==> config.mk <==
export PLATFORM = sky130hd
export DESIGN_NAME = cras_alu
export DESIGN_NICKNAME = d
export VERILOG_FILES = /design/src/design/cras_regfile.v /design/src/design/cras_shifter.v /design/src/design/cras_alu.v
export VERILOG_INCLUDE_DIRS = /design/src /design/src/design
export SDC_FILE = /design/constraint.sdc
export NUM_CORES = 1
export LEC_CHECK = 0
export BUFFER_PORTS_ARGS = -buffer_cell sky130_fd_sc_hd__buf_4
export CORE_ASPECT_RATIO = 0.7
export CORE_MARGIN = 8
export CORE_UTILIZATION = 40
export CTS_BUF_LIST = sky130_fd_sc_hd__clkbuf_8
export CTS_CLUSTER_SIZE = 14
export DETAILED_ROUTE_END_ITERATION = 12
export GPL_TIMING_DRIVEN = 0
export PLACE_DENSITY = 0.51
export SYNTH_ARGS = -nofsm -noshare
export SYNTH_HDL_FRONTEND = slang
export SYNTH_SLANG_ARGS = --single-unit
==> constraint.sdc <==
create_clock -name i_clk -period 8.5 [get_ports i_clk]
set_input_delay 1.7 -clock i_clk [delete_from_list [all_inputs] [get_ports i_clk]]
set_output_delay 1.7 -clock i_clk [all_outputs]
set_load 0.02 [all_outputs]
==> src/design/cras_defines.vh <==
// Constants for the register-to-register ALU and shift datapath.
// Assumes a 16-bit word, eight general registers, register 7 as program counter.
`ifndef CRAS_DEFINES_VH
`define CRAS_DEFINES_VH

`define CRAS_MAJ_SINGLE   4'h0
`define CRAS_MAJ_SHIFT    4'h1
`define CRAS_MAJ_MOVE     4'h2
`define CRAS_MAJ_ADD      4'h3
`define CRAS_MAJ_SUB      4'h4
`define CRAS_MAJ_CMP      4'h5
`define CRAS_MAJ_AND      4'h6
`define CRAS_MAJ_XOR      4'h7

`define CRAS_SUB_INC      3'h1
`define CRAS_SUB_DEC      3'h2
`define CRAS_SUB_COM      3'h3
`define CRAS_SUB_NEG      3'h4
`define CRAS_SUB_ADC      3'h5

`define CRAS_SH_SWAP      3'h0
`define CRAS_SH_SLL       3'h1
`define CRAS_SH_RLC       3'h2
`define CRAS_SH_SHIFT_LEFT_INTO_CARRY      3'h3
`define CRAS_SH_SLR       3'h4
`define CRAS_SH_SAR       3'h5

`define CRAS_REG_PC       3'h7
`define CRAS_REG_SP       3'h6
`define CRAS_SIGN_BIT     15
`define CRAS_RSIGN_BIT    7

`define CRAS_CYC_BASE     4'h6
`define CRAS_CYC_JUMP     4'h7
`define CRAS_CYC_EXTRA    4'h1
`define CRAS_CYC_SHIFT2   4'h8
`define CRAS_CNT_LAST     4'h2

`endif

==> src/design/cras_regfile.v <==
// Eight-word general register file, two read ports and one write port.
// Assumes writes are issued by the datapath on the same clock.
`timescale 1ns/1ps
module cras_regfile #(
    parameter WIDTH = 16,
    parameter DEPTH = 8
)
(
    input  wire             i_clk,
    input  wire             i_srst,
    input  wire [2:0]       i_rd_a,
    input  wire [2:0]       i_rd_b,
    input  wire             i_we,
    input  wire [2:0]       i_wa,
    input  wire [WIDTH-1:0] i_wd,
    output wire [WIDTH-1:0] o_qa,
    output wire [WIDTH-1:0] o_qb
);
    reg [WIDTH-1:0] mem_reg [0:DEPTH-1];
    integer         k;

    assign o_qa = mem_reg[i_rd_a];
    assign o_qb = mem_reg[i_rd_b];

    always @(posedge i_clk)
    begin
        if (i_srst)
        begin
            for (k = 0; k < DEPTH; k = k + 1)
                mem_reg[k] <= {WIDTH{1'b0}};
        end
        else if (i_we)
            mem_reg[i_wa] <= i_wd;
    end
endmodule

==> src/design/cras_shifter.v <==
// Combinational shift, rotate and byte-swap unit, one or two steps.
// Assumes flags in are the current carry and range flags.
`timescale 1ns/1ps
`include "cras_defines.vh"
module cras_shifter
(
    input  wire [2:0]  i_op,
    input  wire        i_double,
    input  wire [15:0] i_val,
    input  wire        i_carry,
    input  wire        i_ovf,
    output reg  [15:0] o_res,
    output reg         o_carry,
    output reg         o_ovf,
    output reg         o_c_upd,
    output reg         o_v_upd,
    output reg         o_right
);
    always @*
    begin
        o_res   = i_val;
        o_carry = i_carry;
        o_ovf   = i_ovf;
        o_c_upd = 1'b0;
        o_v_upd = 1'b0;
        o_right = 1'b0;
        case (i_op)
            `CRAS_SH_SWAP:
                // A double swap restores the word; only the timing differs
                o_res = i_double ? i_val : {i_val[7:0], i_val[15:8]};
            `CRAS_SH_SLL:
                o_res = i_double ? {i_val[13:0], 2'b00} : {i_val[14:0], 1'b0};
            `CRAS_SH_RLC:
            begin
                o_c_upd = 1'b1;
                o_v_upd = i_double;
                if (i_double)
                begin
                    // Eighteen-bit rotate: the top data bit lands in carry, the next in range flag
                    o_res   = {i_val[13:0], i_carry, i_ovf};
                    o_carry = i_val[15];
                    o_ovf   = i_val[14];
                end
                else
                begin
                    o_res   = {i_val[14:0], i_carry};
                    o_carry = i_val[15];
                end
            end
            `CRAS_SH_SHIFT_LEFT_INTO_CARRY:
            begin
                o_c_upd = 1'b1;
                o_v_upd = i_double;
                if (i_double)
                begin
                    o_res   = {i_val[13:0], 2'b00};
                    o_carry = i_val[15];
                    o_ovf   = i_val[14];
                end
                else
                begin
                    o_res   = {i_val[14:0], 1'b0};
                    o_carry = i_val[15];
                end
            end
            `CRAS_SH_SLR:
            begin
                o_right = 1'b1;
                o_res   = i_double ? {2'b00, i_val[15:2]} : {1'b0, i_val[15:1]};
            end
            `CRAS_SH_SAR:
            begin
                o_right = 1'b1;
                o_res   = i_double ? {{2{i_val[15]}}, i_val[15:2]} : {i_val[15], i_val[15:1]};
            end
            default:
                o_res = i_val;
        endcase
    end
endmodule

==> src/design/cras_alu.v <==
// Register-to-register ALU datapath: move, test, jump, arithmetic, logic and shift.
// Assumes the sequencer presents a decoded instruction with a one-cycle start pulse
// and waits for o_done before issuing the next one.
`timescale 1ns/1ps
`include "cras_defines.vh"
// Function
// - Copy moves source into a different destination in 6 cycles, sign and zero only.
// - Copy or test with destination register 6 or 7 takes one extra cycle.
// - Test with equal fields sets sign and zero, leaves registers unchanged.
// - Jump copies source into register 7 in 7 cycles, sign and zero.
// - Sum adds source to destination, stores it, updates all four flags, 6 cycles.
// - Subtract takes source from destination, stores it, all four flags, 6 cycles.
// - Compare subtracts for flags only and writes no register.
// - AND stores the bitwise product, sign and zero only, 6 cycles.
// - Exclusive-OR stores the result, sign and zero only.
// - Exclusive-OR of a register with itself zeroes it in 6 cycles.
// - Increment adds one to the register, sign and zero only.
// - Decrement subtracts one from the register, sign and zero only.
// - Negate stores the two's complement, all four flags.
// - Add-carry adds the carry flag to the register, all four flags.
// - Right shifts take the sign flag from result bit 7.
// - Byte swap exchanges bytes in 6 cycles, double swap restores in 8.
// - Logical left shift by one or two, zero fill, sign and zero.
// - Rotate left through carry, or carry and range flag for two steps.
// - Left shift into carry, or carry and range flag for two steps.
// - Logical right shift by one or two, zero fill, sign and zero.
// - Arithmetic right shift by one or two, sign copied, sign and zero.
module cras_alu #(
    parameter WIDTH = 16
)
(
    input  wire             i_clk,
    input  wire             i_srst,
    input  wire             i_start,
    input  wire [3:0]       i_major,
    input  wire [2:0]       i_source_reg_field,
    input  wire [2:0]       i_dest_reg_field,
    output reg              o_busy,
    output reg              o_done,
    output reg  [3:0]       o_cycles,
    output reg              o_sign,
    output reg              o_zero,
    output reg              o_carry,
    output reg              o_signed_range_flag,
    output reg  [WIDTH-1:0] o_result,
    output reg              o_illegal
);
    localparam ST_IDLE = 2'b00;
    localparam ST_WAIT = 2'b01;
    localparam ST_DONE = 2'b10;

    reg  [1:0]       state_reg;
    reg  [1:0]       state_next;
    reg  [3:0]       count_reg;
    reg  [3:0]       major_reg;
    reg  [2:0]       src_reg;
    reg  [2:0]       dst_reg;
    reg              dbl_reg;

    wire [WIDTH-1:0] qa;
    wire [WIDTH-1:0] qb;
    wire [15:0]      sh_res;
    wire             sh_c;
    wire             sh_v;
    wire             sh_cu;
    wire             sh_vu;
    wire             sh_right;

    reg  [WIDTH-1:0] res;
    reg              we;
    reg              c_new;
    reg              v_new;
    reg              c_upd;
    reg              v_upd;
    reg              sign_new;
    reg  [3:0]       cyc;
    reg              bad;

    // Carry is the unsigned carry out; subtract carry means no borrow
    function [WIDTH+1:0] add_flags;
        input [WIDTH-1:0] a;
        input [WIDTH-1:0] b;
        input             cin;
        reg   [WIDTH:0]   s;
        begin
            s = {1'b0, a} + {1'b0, b} + {{WIDTH{1'b0}}, cin};
            add_flags = {s[WIDTH], (a[WIDTH-1] == b[WIDTH-1]) && (s[WIDTH-1] != a[WIDTH-1]),
                         s[WIDTH-1:0]};
        end
    endfunction

    reg [WIDTH+1:0] sum;

    // Register fields are latched at start; the file is written only in ST_DONE, so it holds still during the count
    cras_regfile #(
        .WIDTH (WIDTH),
        .DEPTH (8)
    ) u_rf (
        .i_clk  (i_clk),
        .i_srst (i_srst),
        .i_rd_a (src_reg),
        .i_rd_b (dst_reg),
        .i_we   (we),
        .i_wa   (dst_reg),
        .i_wd   (res),
        .o_qa   (qa),
        .o_qb   (qb)
    );

    cras_shifter u_sh (
        .i_op     (src_reg),
        .i_double (dbl_reg),
        .i_val    (qb),
        .i_carry  (o_carry),
        .i_ovf    (o_signed_range_flag),
        .o_res    (sh_res),
        .o_carry  (sh_c),
        .o_ovf    (sh_v),
        .o_c_upd  (sh_cu),
        .o_v_upd  (sh_vu),
        .o_right  (sh_right)
    );

    // Evaluation happens in ST_DONE on latched fields; shift target is dst[1:0]
    always @*
    begin
        res      = {WIDTH{1'b0}};
        we       = 1'b0;
        c_new    = o_carry;
        v_new    = o_signed_range_flag;
        c_upd    = 1'b0;
        v_upd    = 1'b0;
        sum      = {(WIDTH+2){1'b0}};
        sign_new = 1'b0;
        if (state_reg == ST_DONE)
        begin
            case (major_reg)
                `CRAS_MAJ_MOVE:
                begin
                    res = qa;
                    we  = (src_reg != dst_reg);
                end
                `CRAS_MAJ_ADD:
                begin
                    sum = add_flags(qb, qa, 1'b0);
                    res = sum[WIDTH-1:0];
                    we  = 1'b1;
                    c_upd = 1'b1;
                    v_upd = 1'b1;
                end
                `CRAS_MAJ_SUB, `CRAS_MAJ_CMP:
                begin
                    sum = add_flags(qb, ~qa, 1'b1);
                    res = sum[WIDTH-1:0];
                    we  = (major_reg == `CRAS_MAJ_SUB);
                    c_upd = 1'b1;
                    v_upd = 1'b1;
                end
                `CRAS_MAJ_AND:
                begin
                    res = qa & qb;
                    we  = 1'b1;
                end
                `CRAS_MAJ_XOR:
                begin
                    res = qa ^ qb;
                    we  = 1'b1;
                end
                `CRAS_MAJ_SINGLE:
                begin
                    we = 1'b1;
                    case (src_reg)
                        `CRAS_SUB_INC:
                        begin
                            sum = add_flags(qb, {WIDTH{1'b0}}, 1'b1);
                            res = sum[WIDTH-1:0];
                        end
                        `CRAS_SUB_DEC:
                        begin
                            sum = add_flags(qb, {WIDTH{1'b1}}, 1'b0);
                            res = sum[WIDTH-1:0];
                        end
                        `CRAS_SUB_COM:
                            res = ~qb;
                        `CRAS_SUB_NEG:
                        begin
                            sum = add_flags(~qb, {WIDTH{1'b0}}, 1'b1);
                            res = sum[WIDTH-1:0];
                            c_upd = 1'b1;
                            v_upd = 1'b1;
                        end
                        `CRAS_SUB_ADC:
                        begin
                            sum = add_flags(qb, {WIDTH{1'b0}}, o_carry);
                            res = sum[WIDTH-1:0];
                            c_upd = 1'b1;
                            v_upd = 1'b1;
                        end
                        default:
                        begin
                            res = qb;
                            we  = 1'b0;
                        end
                    endcase
                end
                `CRAS_MAJ_SHIFT:
                begin
                    res   = sh_res;
                    we    = 1'b1;
                    c_new = sh_c;
                    v_new = sh_v;
                    c_upd = sh_cu;
                    v_upd = sh_vu;
                end
                default:
                    res = qb;
            endcase
            if (c_upd && (major_reg != `CRAS_MAJ_SHIFT))
            begin
                c_new = sum[WIDTH+1];
                v_new = sum[WIDTH];
            end
            if ((major_reg == `CRAS_MAJ_SHIFT) && sh_right)
                sign_new = res[`CRAS_RSIGN_BIT];
            else if ((major_reg == `CRAS_MAJ_SHIFT) && (src_reg == `CRAS_SH_SWAP))
                sign_new = res[`CRAS_RSIGN_BIT];
            else
                sign_new = res[`CRAS_SIGN_BIT];
        end
    end

    // Cycle count and legality decoded from the incoming instruction
    always @*
    begin
        cyc = `CRAS_CYC_BASE;
        bad = 1'b0;
        case (i_major)
            `CRAS_MAJ_MOVE:
                if (i_dest_reg_field == `CRAS_REG_PC && i_source_reg_field != `CRAS_REG_PC)
                    cyc = `CRAS_CYC_JUMP;
                else if (i_dest_reg_field == `CRAS_REG_SP || i_dest_reg_field == `CRAS_REG_PC)
                    cyc = `CRAS_CYC_BASE + `CRAS_CYC_EXTRA;
                else
                    cyc = `CRAS_CYC_BASE;
            `CRAS_MAJ_SHIFT:
            begin
                cyc = i_dest_reg_field[2] ? `CRAS_CYC_SHIFT2 : `CRAS_CYC_BASE;
                bad = (i_source_reg_field > `CRAS_SH_SAR);
            end
            `CRAS_MAJ_SINGLE:
                bad = (i_source_reg_field < `CRAS_SUB_INC) || (i_source_reg_field > `CRAS_SUB_ADC);
            `CRAS_MAJ_ADD, `CRAS_MAJ_SUB, `CRAS_MAJ_CMP, `CRAS_MAJ_AND, `CRAS_MAJ_XOR:
                cyc = `CRAS_CYC_BASE;
            default:
                bad = 1'b1;
        endcase
    end

    always @*
    begin
        case (state_reg)
            ST_IDLE:
                state_next = (i_start && !bad) ? ST_WAIT : ST_IDLE;
            ST_WAIT:
                state_next = (count_reg == `CRAS_CNT_LAST) ? ST_DONE : ST_WAIT;
            ST_DONE:
                state_next = ST_IDLE;
            default:
                state_next = ST_IDLE;
        endcase
    end

    // Start is taken in cycle 0; the answer lands after the documented cycle count
    always @(posedge i_clk)
    begin
        if (i_srst)
        begin
            state_reg           <= ST_IDLE;
            count_reg           <= 4'h0;
            major_reg           <= 4'h0;
            src_reg             <= 3'h0;
            dst_reg             <= 3'h0;
            dbl_reg             <= 1'b0;
            o_busy              <= 1'b0;
            o_done              <= 1'b0;
            o_cycles            <= 4'h0;
            o_sign              <= 1'b0;
            o_zero              <= 1'b0;
            o_carry             <= 1'b0;
            o_signed_range_flag <= 1'b0;
            o_result            <= {WIDTH{1'b0}};
            o_illegal           <= 1'b0;
        end
        else
        begin
            state_reg <= state_next;
            o_done    <= 1'b0;
            o_illegal <= i_start && (state_reg == ST_IDLE) && bad;
            case (state_reg)
                ST_IDLE:
                    if (i_start && !bad)
                    begin
                        major_reg <= i_major;
                        src_reg   <= i_source_reg_field;
                        // Shift forms carry their target in the low two bits
                        dst_reg   <= i_dest_reg_field;
                        // Double-step bit kept apart, since dst_reg drops it before evaluation
                        dbl_reg   <= i_dest_reg_field[2];
                        count_reg <= cyc - 4'h1;
                        o_cycles  <= cyc;
                        o_busy    <= 1'b1;
                    end
                ST_WAIT:
                begin
                    count_reg <= count_reg - 4'h1;
                    if (major_reg == `CRAS_MAJ_SHIFT && count_reg == `CRAS_CNT_LAST)
                        dst_reg <= {1'b0, dst_reg[1:0]};
                end
                ST_DONE:
                begin
                    o_busy   <= 1'b0;
                    o_done   <= 1'b1;
                    o_result <= res;
                    o_sign   <= sign_new;
                    o_zero   <= (res == {WIDTH{1'b0}});
                    if (c_upd)
                        o_carry <= c_new;
                    if (v_upd)
                        o_signed_range_flag <= v_new;
                end
                default:
                    o_busy <= 1'b0;
            endcase
        end
    end
endmodule

Yosys cells after proc, flatten, opt, wreduce, memory -nomap -nowiden
Memory sizes are Yosys's and may differ from the RTL's. A register that Yosys moved wholly into a read port is not among the register bits.
Cells that the tools add are included.
{"block": "totals", "regBits": 44, "mem_bits_rw": 128, "output_inout_bits": 27, "wordCells": 171, "n_memories": 1}
{"memory": "u_rf.mem_reg", "words": 8, "width": 16, "rd": 2, "rd_ports_with_merged_regs": 1, "write_ports": 8, "line_no": "cras_regfile.v:19", "text": "reg [WIDTH-1:0] mem_reg [0:DEPTH-1];"}
{"block": "classes", "addsub": 9, "order_cmp": 2, "n_eq_ne": 37, "muxes": 57, "bitwise_logic": 7, "reduce_logical": 42}
{"cell": "$pmux 16 s5", "count": 2}
{"cell": "$pmux 16 s7", "count": 1}
{"cell": "$mux 16", "count": 5}
{"cell": "$pmux 18 s4", "count": 1}
{"cell": "$pmux 18 s3", "count": 1}
{"cell": "$add 16x1->17 const B", "count": 2}
{"cell": "$add 16x16->17", "count": 2}
{"cell": "$eq 4x3->1 const B", "count": 8}
{"cell": "$not 16->16", "count": 2}
{"cell": "$mux 1", "count": 28}
{"cell": "$eq 4x2->1 const B", "count": 5}
{"cell": "$add 16x1->17", "count": 1}
{"cell": "$add 16x16->17 const B", "count": 1}
{"cell": "$add 17x1->17 const B", "count": 1}
{"cell": "$and 16x16->16", "count": 1}
{"cell": "$logic_not 16->1", "count": 1}
{"cell": "$pmux 4 s2", "count": 2}
{"cell": "$reduce_or 16->1", "count": 1}
{"cell": "$xor 16x16->16", "count": 1}
{"cell": "$mux 15", "count": 1}
{"cell": "$mux 3", "count": 5}
{"cell": "$logic_and 1x1->1", "count": 14}
{"cell": "$mux 14", "count": 1}
{"cell": "$eq 3x3->1 const B", "count": 4}
{"cell": "37 further kinds", "count": 63}

Depth between registers and ports, before layout
{"block": "depth", "word_depth": 10, "mapped_depth": 23, "ltp_nobuf": 17}

Hierarchy
From an unflattened synthesis, not the netlist that was laid out.
{"block": "hier_totals", "cells_unflattened": 1529, "hier_area_um2": 14293.7}
{"mod": "cras_regfile", "instances": 1, "cells_per_inst": 430, "area_each_um2": 6910.4}
{"mod": "cras_alu", "instances": 1, "cells_per_inst": 956, "area_each_um2": 6508.7}
{"mod": "cras_shifter", "instances": 1, "cells_per_inst": 143, "area_each_um2": 874.6}

Worst setup path before layout
OpenSTA, ideal clock, no wires.
{"block": "synth_path", "kind": "register to register", "startpoint": "register dst_reg[2]", "endpoint": "register o_zero", "setup_time_ps": 84, "arrival_ps": 5314, "path_slack_ps": 3101, "path_stages_with_launch": 19, "n_path_buf": 2, "cell_sequence": "dfxtp_1 buf_4 buf_2 nor2b_1 a31o_2 nor3_1 inv_1 ha_1 fa_1 nor3b_1 or4_1 a2111oi_0 o21ai_0 a221oi_1 o221ai_1 a22oi_4 nand4_1 or4b_1 o31ai_2"}
{"block": "synth_via", "elab_chain_len": 7, "elab_cells_between_ends": 21, "classes_between": "add/sub (7); mux (9); bitwise (3); reduce/logical (1); memory (1)"}
{"element": "start, declared", "line_no": "cras_alu.v:57", "text": "reg [2:0] dst_reg;"}
{"element": "start signal, assigned", "line_no": "cras_alu.v:306", "text": "dst_reg <= i_dest_reg_field;"}
{"element": "start signal, assigned", "line_no": "cras_alu.v:317", "text": "dst_reg <= {1'b0, dst_reg[1:0]};"}
{"element": "$mem_v2 8x16 *"}
{"element": "parallel branches: the longest is 3 deep, another holds $add 16x16->17"}
{"element": "$pmux 16 s7 *", "line_no": "cras_alu.v:137", "text": "case (major_reg)"}
{"element": "$mux 16 *", "line_no": "cras_alu.v:135", "text": "if (state_reg == ST_DONE)"}
{"element": "$logic_not 16->1 *", "line_no": "cras_alu.v:325", "text": "o_zero <= (res == {WIDTH{1'b0}});"}
{"element": "end signal, assigned", "line_no": "cras_alu.v:325"}
{"element": "end, declared", "line_no": "cras_alu.v:42", "text": "output reg o_zero,"}
Mark *: on every way between the ends.
A chain may end at the register's enable or synchronous reset.

==> impl_metrics.csv <==
group,metric,value,unit
status,status,"finished, violations left",
status,violations,"capacitance limit, slew limit",
finish,layout-drive-gt1-share,12.5,%
worst_setup_path,crit_required,8920,ps
run,max_cap_viol_count,1,
floorplan,start_util,40.1,%
finish,diodes,0,
floorplan,core.rowCount,57,
timing,min_period,8000,ps
synthesis,yosys_warnings,0,
timing,hold_viol_final,0,
synthesis,synth_seq_cells,174,
cts,cts.clk_slew.worst_paths,90,ps
global_route,antenna_found_initial,1,
floorplan,die_h,171,um
synthesis,synth-edff-count,128,
finish,layout_commonest_cell,"nor2_1",
synthesis,syn_nets,1579,
detailed_routing,routedWlPerCell,31.1,um
cts,cts_resized,0,
pwr,p_per_area,151,nW/um^2
cts,cts_root_buffer,"clkbuf_8",
timing,rsz0062_at_grt,"false",
pwr,irDropWorstVdd,0.0684,mV
global_route,grt_pass1_vias,12725,
finish,fin_nets,1637,
pwr,p_leak,0.00510,uW
detailed_routing,drc_errors,0,
detailed_routing,routed_wirelength,64.1,mm
timing,holdWs,460,ps
synthesis,netlist_area,13800,um^2
detailed_routing,drt-initial-drc-count,1892,
detailed_routing,vias,13516,
place,hpwl,48.2,mm
synthesis,ys.flop_type,"edfxtp_1",
place,pre_cts_ws,738,ps
cts,post-cts-setup-buffers,0,
synthesis,synth_async_sr_flop_share,0,%
timing,period_share,94.1,%
worst_setup_path,crit_type,"flop to flop",
synthesis,ys_seq_area_share,34.6,%
cts,cts.sinks,174,
pwr,p_total,2280,uW
cts,cts_tree,"yes",
finish,fin_util,43.9,%
synthesis,synth.distinct_cells,100,
worst_setup_path,crit_fanout,10,
place,port-buffer-count,38,
global_route,grt_usage,31.1,%
synthesis,synth_top_area_share,27.9,%
finish,layout_common_cells,"207 x nor2_1, 142 x nand2_1, 128 x edfxtp_1",
cts,cts_made_buffers,17,
cts,clock_path_buffers,2,
cts,htree_num_levels,4,
place,gp_congestion,0.977,
cts,cts.hold.buffers_added,0,
timing,finClkSkew,15.0,ps
timing,worst_pin_slew,1510,ps
synthesis,synth_area_leader_cell,"edfxtp_1",
floorplan,coreArea,34300,um^2
detailed_routing,drtAntennaViolNets,0,
floorplan,dieArea,40700,um^2
cts,clk_latency,510,ps
global_route,grt_overflow,0,
worst_setup_path,critPathArrivalTime,8420,ps
finish,largest_reg_flops,128,
worst_setup_path,cp-start-kind,"flop",
floorplan,die_x,238,um
detailed_routing,vias_per_cell,6.55,
timing,setup_violations,0,
floorplan,ios,40,
timing,setup_slack,502,ps
timing,timing.slew.headroom,-0.678,%
worst_setup_path,regToRegSetupSlack,500,ps
worst_setup_path,endpoint_kind,"flop",
synthesis,syn-mean-instance-area,9.05,um^2
synthesis,synth_cells,1521,
timing,slew_violations,7,
synthesis,synth_area_leaders,"edfxtp_1 28%, mux4_2 7.9%, dfxtp_1 6.7%",
worst_hold_path,hp-class,"flop to flop",
timing,tns,0,ps
global_route,grt_max_degree,17,
global_route,grt_pass1_wl,91.5,mm
detailed_routing,dr.pass1.iters,9,
timing,fmax,125,MHz
finish,area_growth,9.43,%
-- worst max-delay path, stage by stage, from the launching register on --
cell	delay (ps)
dfxtp_1	320
clkbuf_1	670
clkbuf_1	840
clkbuf_1	710
mux4_2	410
mux2i_1	510
ha_1	420
or3_1	410
a311o_1	390
a21oi_1	340
o22ai_1	160
o2111ai_1	230
nand3_1	140
nor3_2	970
nand4_1	500
or4b_1	680
o31ai_2	180
-- metrics by stage --
stage	std cells	instance area, um^2
global route	2064	15100
detailed placement	2032	14700
CTS	2064	15100
floorplan	1521	13800
global placement	2031	14600
finish	2064	15100
-- worst paths after layout --
kind                 end        start  cells past startpoint
max reg2reg       o_zero         flop                     16
min reg2reg  o_result[4]  o_result[4]                      2
min          o_result[4]  o_result[4]                      2
max               o_zero         flop                     16
-- logic make-up after synthesis --
logic type	share of synthesized area, %
and+or+nand+nor	19.8
AOI/OAI and AO/OA	21.8
buffers and inverters	5.35
DFF	34.6
muxes	13.7
adders and majority gates	4.20
xor gates and xnor gates	0.509
-- metal layers --
metal	vias up	share of wire (%)	track usage [%]
met2	859	38	40.7
met4	0	2.9	9.03
met5	-	0	0
met1	6657	47	46.6
met3	108	12	10.9
li1	5892	-	-
-- synthesized netlist by cell type, types with 7 or more instances --
| cell | number |
|---|---|
| inv_1 | 45 |
| clkinv_1 | 7 |
| o311ai_0 | 10 |
| o21ai_0 | 78 |
| buf_2 | 17 |
| mux4_2 | 48 |
| o2111ai_1 | 8 |
| edfxtp_1 | 128 |
| and3b_1 | 8 |
| and3_1 | 16 |
| nand3b_1 | 8 |
| a21o_1 | 12 |
| buf_1 | 8 |
| ha_1 | 43 |
| nor4_1 | 13 |
| and2_1 | 13 |
| nor3b_1 | 9 |
| nor3_1 | 29 |
| nand3_1 | 35 |
| a31oi_1 | 23 |
| mux2i_1 | 49 |
| a21oi_1 | 103 |
| nor2b_1 | 12 |
| o31ai_1 | 7 |
| o221ai_1 | 14 |
| a211oi_1 | 23 |
| or3_1 | 8 |
| o22ai_1 | 7 |
| clkbuf_1 | 83 |
| nand2b_1 | 24 |
| a211o_1 | 7 |
| nor2_1 | 207 |
| mux2_2 | 13 |
| o21ai_1 | 7 |
| dfxtp_1 | 46 |
| nand4_1 | 15 |
| nand2_1 | 142 |
| a22oi_1 | 11 |
| o211ai_1 | 28 |
| a221oi_1 | 13 |
-- final cells by class --
class | count | area (um^2)
sequential | 174 | 4760
buffer | 117 | 517
fill | 3388 | 19200
clock buffer | 17 | 234
multi-input combinational | 1172 | 8280
clock inverter | 15 | 170
timing repair buffer | 39 | 293
tap | 472 | 591
inverter | 58 | 220
-- power breakdown --
| part | switching (uW) | total, uW | internal [uW] |
|---|---|---|---|
| logic | 473 | 690 | 217 |
| clock network | 341 | 631 | 290 |
| registers | 20.9 | 957 | 937 |
| total | 835 | 2280 | 1440 |
(Power assumes the default switching activity.)
